### src/core/gpl_pkg.sv
package gpl_pkg;
  // ==========================================================
  // Status byte layout
  localparam int unsigned GPL_STB_RQS_BIT = 6;
  localparam int unsigned GPL_STB_MAV_BIT = 4;
  localparam int unsigned GPL_STB_BAV_BIT = 1;
  localparam logic [7:0]  GPL_STB_RESET   = 8'h00;

  // ==========================================================
  // Bus messages (low seven bits of a command byte, ATN true)
  localparam logic [7:0] GPL_MSG_GTL = 8'h01;
  localparam logic [7:0] GPL_MSG_SDC = 8'h04;
  localparam logic [7:0] GPL_MSG_PPC = 8'h05;
  localparam logic [7:0] GPL_MSG_LLO = 8'h11;
  localparam logic [7:0] GPL_MSG_DCL = 8'h14;
  localparam logic [7:0] GPL_MSG_PPU = 8'h15;
  localparam logic [7:0] GPL_MSG_SPE = 8'h18;
  localparam logic [7:0] GPL_MSG_SPD = 8'h19;
  localparam logic [7:0] GPL_MSG_UNL = 8'h3F;
  localparam logic [7:0] GPL_MSG_UNT = 8'h5F;
  localparam logic [2:0] GPL_GRP_LAG = 3'h1;
  localparam logic [2:0] GPL_GRP_TAG = 3'h2;

  // ==========================================================
  // Command set selection
  typedef enum logic [0:0] {
    GPL_SET_SCPI   = 1'b0,
    GPL_SET_LEGACY = 1'b1
  } gpl_cmdset_t;

  // ==========================================================
  // Source handshake states
  typedef enum logic [3:0] {
    GPL_SH_IDLE = 4'b0001,
    GPL_SH_WAIT = 4'b0010,
    GPL_SH_DRIV = 4'b0100,
    GPL_SH_DONE = 4'b1000
  } gpl_sh_t;
endpackage : gpl_pkg

### src/core/gpl_sync_if.sv
`timescale 1ns/100ps
interface gpl_sync_if;
  logic       atn;
  logic       ifc;
  logic       ren;
  logic       dav;
  logic       nrfd;
  logic       ndac;
  logic       eoi;
  logic [7:0] dio;

  modport src (output atn, ifc, ren, dav, nrfd, ndac, eoi, dio);
  modport dst (input  atn, ifc, ren, dav, nrfd, ndac, eoi, dio);
endinterface : gpl_sync_if

### src/core/gpl_port.sv
`timescale 1ns/100ps
module gpl_port
  import gpl_pkg::*;
#(
  parameter logic [4:0] BUS_ADDR = 5'h0A
)
(
  input  wire logic       sys_clk_i,
  input  wire logic       rst_b_i,
  input  wire logic       atn_b_i,
  input  wire logic       ifc_b_i,
  input  wire logic       ren_b_i,
  input  wire logic       dav_b_i,
  input  wire logic       nrfd_b_i,
  input  wire logic       ndac_b_i,
  input  wire logic       eoi_b_i,
  input  wire logic [7:0] dio_b_i,
  output logic      [7:0] dio_b_o,
  output logic      [7:0] dio_oe_o,
  output logic            dav_b_o,
  output logic            dav_oe_o,
  output logic            nrfd_b_o,
  output logic            nrfd_oe_o,
  output logic            ndac_b_o,
  output logic            ndac_oe_o,
  output logic            srq_b_o,
  output logic            srq_oe_o,
  input  wire logic       cmd_set_i,
  input  wire logic       remote_req_i,
  input  wire logic       remote_val_i,
  input  wire logic       lockout_val_i,
  output logic            remote_o,
  output logic            lockout_o,
  output logic            ctrl_present_o,
  output logic            legacy_sel_o,
  output logic      [7:0] rx_data_o,
  output logic            rx_valid_o,
  input  wire logic       rx_ready_i,
  input  wire logic [7:0] tx_data_i,
  input  wire logic       tx_valid_i,
  input  wire logic       tx_last_i,
  output logic            tx_ready_o,
  output logic            dev_clear_o
);
  // ==========================================================
  // Synchronised bus
  gpl_sync_if bus ();

  gpl_sync u_sync (
    .sys_clk_i (sys_clk_i),
    .rst_b_i   (rst_b_i),
    .atn_b_i   (atn_b_i),
    .ifc_b_i   (ifc_b_i),
    .ren_b_i   (ren_b_i),
    .dav_b_i   (dav_b_i),
    .nrfd_b_i  (nrfd_b_i),
    .ndac_b_i  (ndac_b_i),
    .eoi_b_i   (eoi_b_i),
    .dio_b_i   (dio_b_i),
    .bus       (bus)
  );

  // ==========================================================
  // Acceptor handshake
  logic       dav_q;
  logic       rx_hold;
  logic       dav_rise;
  logic       listen;
  logic       talk;
  logic       spoll;
  logic [7:0] cmd;

  assign dav_rise = bus.dav & ~dav_q;
  assign cmd      = {1'b0, bus.dio[6:0]};

  always_ff @(posedge sys_clk_i or negedge rst_b_i) begin
    if (!rst_b_i) begin
      dav_q <= 1'b0;
    end else begin
      dav_q <= bus.dav;
    end
  end

  // Addressing and serial poll mode, cleared by IFC
  always_ff @(posedge sys_clk_i or negedge rst_b_i) begin
    if (!rst_b_i) begin
      listen <= 1'b0;
      talk   <= 1'b0;
      spoll  <= 1'b0;
    end else if (bus.ifc) begin
      listen <= 1'b0;
      talk   <= 1'b0;
      spoll  <= 1'b0;
    end else if (dav_rise && bus.atn) begin
      if (cmd == GPL_MSG_UNL) begin
        listen <= 1'b0;
      end else if (cmd == GPL_MSG_UNT) begin
        talk <= 1'b0;
      end else if (cmd[6:5] == GPL_GRP_LAG[1:0]) begin
        if (cmd[4:0] == BUS_ADDR) begin
          listen <= 1'b1;
        end
      end else if (cmd[6:5] == GPL_GRP_TAG[1:0]) begin
        talk <= (cmd[4:0] == BUS_ADDR);
      end else if (cmd == GPL_MSG_SPE) begin
        spoll <= 1'b1;
      end else if (cmd == GPL_MSG_SPD) begin
        spoll <= 1'b0;
      end
      // Lockout, go-to-local and parallel poll messages fall through
    end
  end

  // Device clear: DCL always, SDC when listening
  always_ff @(posedge sys_clk_i or negedge rst_b_i) begin
    if (!rst_b_i) begin
      dev_clear_o <= 1'b0;
    end else begin
      dev_clear_o <= dav_rise & bus.atn & ~bus.ifc &
                     ((cmd == GPL_MSG_DCL) | (cmd == GPL_MSG_SDC & listen));
    end
  end

  // Data byte reception
  always_ff @(posedge sys_clk_i or negedge rst_b_i) begin
    if (!rst_b_i) begin
      rx_hold   <= 1'b0;
      rx_data_o <= 8'h00;
    end else if (!rx_hold) begin
      if (dav_rise && !bus.atn && listen && !bus.ifc) begin
        rx_hold   <= 1'b1;
        rx_data_o <= bus.dio;
      end
    end else if (rx_ready_i) begin
      rx_hold <= 1'b0;
    end
  end

  assign rx_valid_o = rx_hold;

  // ==========================================================
  // Source handshake
  gpl_sh_t    sh;
  logic [7:0] stb;
  logic [7:0] tx_byte;
  logic       tx_take;
  logic       sh_drive;

  assign tx_take    = (sh == GPL_SH_IDLE) & talk & ~spoll & ~bus.atn &
                      ~bus.ifc;
  assign tx_ready_o = tx_take;

  always_ff @(posedge sys_clk_i or negedge rst_b_i) begin
    if (!rst_b_i) begin
      sh      <= GPL_SH_IDLE;
      tx_byte <= 8'h00;
    end else if (bus.ifc || bus.atn || !talk) begin
      sh <= GPL_SH_IDLE;
    end else begin
      case (sh)
        GPL_SH_IDLE: begin
          if (spoll) begin
            tx_byte <= stb;
            sh      <= GPL_SH_WAIT;
          end else if (tx_valid_i) begin
            tx_byte <= tx_data_i;
            sh      <= GPL_SH_WAIT;
          end
        end
        GPL_SH_WAIT: begin
          if (!bus.nrfd) begin
            sh <= GPL_SH_DRIV;
          end
        end
        GPL_SH_DRIV: begin
          if (!bus.ndac) begin
            sh <= GPL_SH_DONE;
          end
        end
        GPL_SH_DONE: begin
          if (!spoll) begin
            sh <= GPL_SH_IDLE;
          end
        end
        default: sh <= GPL_SH_IDLE;
      endcase
    end
  end

  assign sh_drive = (sh == GPL_SH_WAIT) | (sh == GPL_SH_DRIV);

  // ==========================================================
  // Status byte and service request
  logic       bav;
  logic       mav;
  logic       rqs;
  logic       stb_read;

  assign stb_read = (sh == GPL_SH_DRIV) & ~bus.ndac & spoll;

  always_ff @(posedge sys_clk_i or negedge rst_b_i) begin
    if (!rst_b_i) begin
      bav <= 1'b0;
      mav <= 1'b0;
    end else begin
      bav <= tx_valid_i;
      mav <= tx_valid_i & tx_last_i;
    end
  end

  // New message sets RQS only while not talk-addressed, so the clear by the poll always wins
  always_ff @(posedge sys_clk_i or negedge rst_b_i) begin
    if (!rst_b_i) begin
      rqs <= 1'b0;
    end else if (tx_valid_i && tx_last_i && !mav && !talk) begin
      rqs <= 1'b1;
    end else if (stb_read) begin
      rqs <= 1'b0;
    end
  end

  always_comb begin
    stb                  = GPL_STB_RESET;
    stb[GPL_STB_RQS_BIT] = rqs;
    stb[GPL_STB_MAV_BIT] = mav;
    stb[GPL_STB_BAV_BIT] = bav;
  end

  // ==========================================================
  // Pin drivers; data lines released outside own transfers
  always_ff @(posedge sys_clk_i or negedge rst_b_i) begin
    if (!rst_b_i) begin
      dio_oe_o  <= 8'h00;
      dav_oe_o  <= 1'b0;
      nrfd_oe_o <= 1'b0;
      ndac_oe_o <= 1'b0;
      srq_oe_o  <= 1'b0;
    end else begin
      dio_oe_o  <= (sh_drive & ~bus.atn) ? tx_byte : 8'h00;
      dav_oe_o  <= (sh == GPL_SH_DRIV) & ~bus.atn;
      nrfd_oe_o <= listen & ~bus.atn & (rx_hold | dav_q);
      ndac_oe_o <= (listen | bus.atn) & ~(dav_q & ~bus.ifc);
      srq_oe_o  <= rqs;
    end
  end

  assign dio_b_o  = 8'h00;
  assign dav_b_o  = 1'b0;
  assign nrfd_b_o = 1'b0;
  assign ndac_b_o = 1'b0;
  assign srq_b_o  = 1'b0;

  // ==========================================================
  // Control functions; remote and lockout untouched by REN and IFC, controller-present flag follows REN
  always_ff @(posedge sys_clk_i or negedge rst_b_i) begin
    if (!rst_b_i) begin
      remote_o  <= 1'b0;
      lockout_o <= 1'b0;
    end else if (remote_req_i) begin
      remote_o  <= remote_val_i;
      lockout_o <= lockout_val_i;
    end
  end

  always_ff @(posedge sys_clk_i or negedge rst_b_i) begin
    if (!rst_b_i) begin
      ctrl_present_o <= 1'b0;
      legacy_sel_o   <= 1'b0;
    end else begin
      ctrl_present_o <= bus.ren;
      legacy_sel_o   <= (cmd_set_i == GPL_SET_LEGACY);
    end
  end
endmodule : gpl_port

### src/core/gpl_sync.sv
`timescale 1ns/100ps
module gpl_sync
  import gpl_pkg::*;
(
  input  wire logic       sys_clk_i,
  input  wire logic       rst_b_i,
  input  wire logic       atn_b_i,
  input  wire logic       ifc_b_i,
  input  wire logic       ren_b_i,
  input  wire logic       dav_b_i,
  input  wire logic       nrfd_b_i,
  input  wire logic       ndac_b_i,
  input  wire logic       eoi_b_i,
  input  wire logic [7:0] dio_b_i,
  gpl_sync_if.src         bus
);
  // ==========================================================
  // Two stage synchroniser, converts to active high
  logic [14:0] meta;
  logic [14:0] sync;

  always_ff @(posedge sys_clk_i or negedge rst_b_i) begin
    if (!rst_b_i) begin
      meta <= 15'h7FFF;
      sync <= 15'h7FFF;
    end else begin
      meta <= {atn_b_i, ifc_b_i, ren_b_i, dav_b_i, nrfd_b_i, ndac_b_i,
               eoi_b_i, dio_b_i};
      sync <= meta;
    end
  end

  assign bus.atn  = ~sync[14];
  assign bus.ifc  = ~sync[13];
  assign bus.ren  = ~sync[12];
  assign bus.dav  = ~sync[11];
  assign bus.nrfd = ~sync[10];
  assign bus.ndac = ~sync[9];
  assign bus.eoi  = ~sync[8];
  assign bus.dio  = ~sync[7:0];
endmodule : gpl_sync

### config.mk
export PLATFORM = sky130hd
export DESIGN_NAME = gpl_port
export DESIGN_NICKNAME = d
export VERILOG_FILES = /design/src/core/gpl_pkg.sv /design/src/core/gpl_sync_if.sv /design/src/core/gpl_port.sv /design/src/core/gpl_sync.sv
export SDC_FILE = /design/constraint.sdc
export NUM_CORES = 1
export LEC_CHECK = 0
export ABC_AREA = 1
export BUFFER_PORTS_ARGS = -buffer_cell sky130_fd_sc_hd__buf_2
export CORE_ASPECT_RATIO = 0.6
export CORE_MARGIN = 2
export CORE_UTILIZATION = 52
export CTS_CLUSTER_SIZE = 10
export DETAILED_ROUTE_END_ITERATION = 10
export GPL_TIMING_DRIVEN = 0
export PLACE_DENSITY_LB_ADDON = 0.08
export RECOVER_POWER = 100
export SLEW_MARGIN = 20
export SYNTH_ARGS = -nofsm -noshare
export SYNTH_HDL_FRONTEND = slang
export SYNTH_HIERARCHICAL = 1
export SYNTH_SLANG_ARGS = --single-unit
export TNS_END_PERCENT = 5
### constraint.sdc
create_clock -name sys_clk_i -period 1.8 [get_ports sys_clk_i]
set_input_delay 0.36 -clock sys_clk_i [delete_from_list [all_inputs] [get_ports sys_clk_i]]
set_output_delay 0.36 -clock sys_clk_i [all_outputs]
set_load 0.01 [all_outputs]
==> out/metrics.yaml <==
place_area_um2: 3270
initial_core_util_pct: 54.9
wl_um: 5150
tightest_slew_ns: 0.854
violations: "negative setup slack"
maxCapViolations: 0
fin_ws_ns: -0.0887
core_area_um2: 5150
fmax_mhz: 529
dieArea_um2: 6060
grt_max_degree: 58
drv_slew: 0
syn_to_final_growth_pct: 21.3
io_pins: 71
n_antenna_cell: 0
layout_common_cells: "nand2_1 (48), dfrtp_1 (44), inv_1 (41), nor2_1 (30), clkbuf_1 (30)"
required_ns: 1.44
cts_tree: "done"
nNetsFinal: 391
rows: 20
place.gp.congestion: 0.834
via_per_inst: 4.59
min_period_ns: 1.89
fp.dieH_um: 61.1
mostFrequentLayoutCell: "nand2_1"
wire_per_inst_um: 12.0
clk_pin_slew_ns: 0.08
track_usage_pct: 18.3
firstDrtPassIters: 4
period_share_pct: 105
cp_data_arrival_time_ns: 1.53
final_layout_size_suffix_gt1_share_pct: 28.3
slew-limit-headroom_pct: 43.1
grt_antenna_before_repair: 0
design_area_um2: 3430
vias: 1973
setup_viol: 2
yosys_warnings: 6
rsz0062_at_grt: "true"
power.density_nw_per_um2: 904
grt_pass1_wl_um: 8160
outcome: "finished, violations left"
overflow: 0
insertion_delay_ns: 0.34
hold_viol: 0
vdd.ir_drop.worst_v: 0.000642
cts_buffers: 9
first_iter_violations: 108
drc: 0
portBuffers: 57
crit_path_end_kind: "output pin"
clk_path_buf_depth: 2
die_w_um: 99.2
p_leak_nw: 1.75
fin_tns_setup_ns: -0.101
grt_pass1_vias: 1758
critPathLaunchType: "flip-flop"
drtAntennaViolNets: 0
hp-class: "input pin to flip-flop"
critPathKind: "flip-flop to output pin"
clkSinkCount: 73
netlist_instances: 274
avgSynthCellArea_um2: 10.3
dp_hpwl_um: 3760
synth_area_um2: 2830
root_buffer: "clkbuf_8"
htree_levels: 3
clock-skew-final_ns: 0.00858
worst-path-max-fanout: 3
-- per-stage QoR --
stage / total power (W) / hold WS, ns / util [%] / setup slack [ns] / std cells
after floorplan: 0.00190 / 0.0644 / - / 0.323 / 285
after global placement: 0.00199 / 0.345 / 62.8 / 0.00874 / 408
after detailed placement: 0.00201 / 0.240 / 63.4 / 0.127 / 409
after CTS: 0.00314 / 0.0937 / 67.4 / -0.148 / 428
after global routing: 0.00324 / 0.0868 / 66.6 / -0.178 / 430
final: 0.00310 / 0.108 / 66.6 / -0.0887 / 430
-- cell type report --
type	instances	area, µm²
Tap cell	66	82.6
Sequential cell	73	1860
Inverter	44	169
Timing Repair Buffer	63	300
Buffer	14	98.8
Multi-Input combinational cell	154	739
Clock inverter	7	53.8
Fill cell	453	1720
Clock buffer	9	124
-- final timing paths --
kind,start,endpoint,slack [ns],cells past startpoint
worst max-delay path,u_sync/sync[14],tx_ready_o,-0.09,7
worst min-delay path,atn_b_i,u_sync/meta[14],0.11,1
worst max register to register,u_sync/sync[14],tx_byte[6],-0.01,10
worst min register to register,u_sync/meta[2],u_sync/sync[2],0.36,0
max in group asynchronous,rst_b_i,sh[0],0.18,3
min in group asynchronous,rst_b_i,remote_o,0.64,2
-- registers in the layout (all words and copies together), names as in the netlist, 4 cells and up --
name	flops
u_sync/meta	14
u_sync/sync	14
dio_oe_o	8
rx_data_o	8
tx_byte	8
sh	4
-- repair_timing --
item,in CTS,in global routing
setup endpoints to repair,1,16
setup buffers,2,2
resized for setup,2,2
pin swaps,1,2
endpoints found under the hold margin,10,0
hold buffers,1,0
-- critical path: stages (launching register included) --
cell and delay [ns]:
dfstp_2 0.55, clkinvlp_4 0.10, inv_2 0.07, nand2_2 0.05
nor2_4 0.15, nand2_4 0.06, nor2_2 0.07, buf_2 0.13
-- power by group --
| group | total (W) | leakage (nW) | internal [W] | switching [W] |
|---|---|---|---|---|
| registers | 0.00176 | 0.871 | 0.00174 | 0.0000225 |
| logic | 0.000213 | 0.796 | 0.0000808 | 0.000132 |
| clock network | 0.00113 | 0.0822 | 0.000508 | 0.000620 |
-- routing by layer --
layer | share of wire [%] | global-route usage (%) | wire [µm]
met4 | 0.93 | 6.46 | 48
met2 | 41 | 25.4 | 2120
met5 | 0 | 0 | 0
met1 | 51 | 26.6 | 2620
met3 | 7.0 | 6.92 | 362
Note: power is estimated with default switching activity, not from simulation.
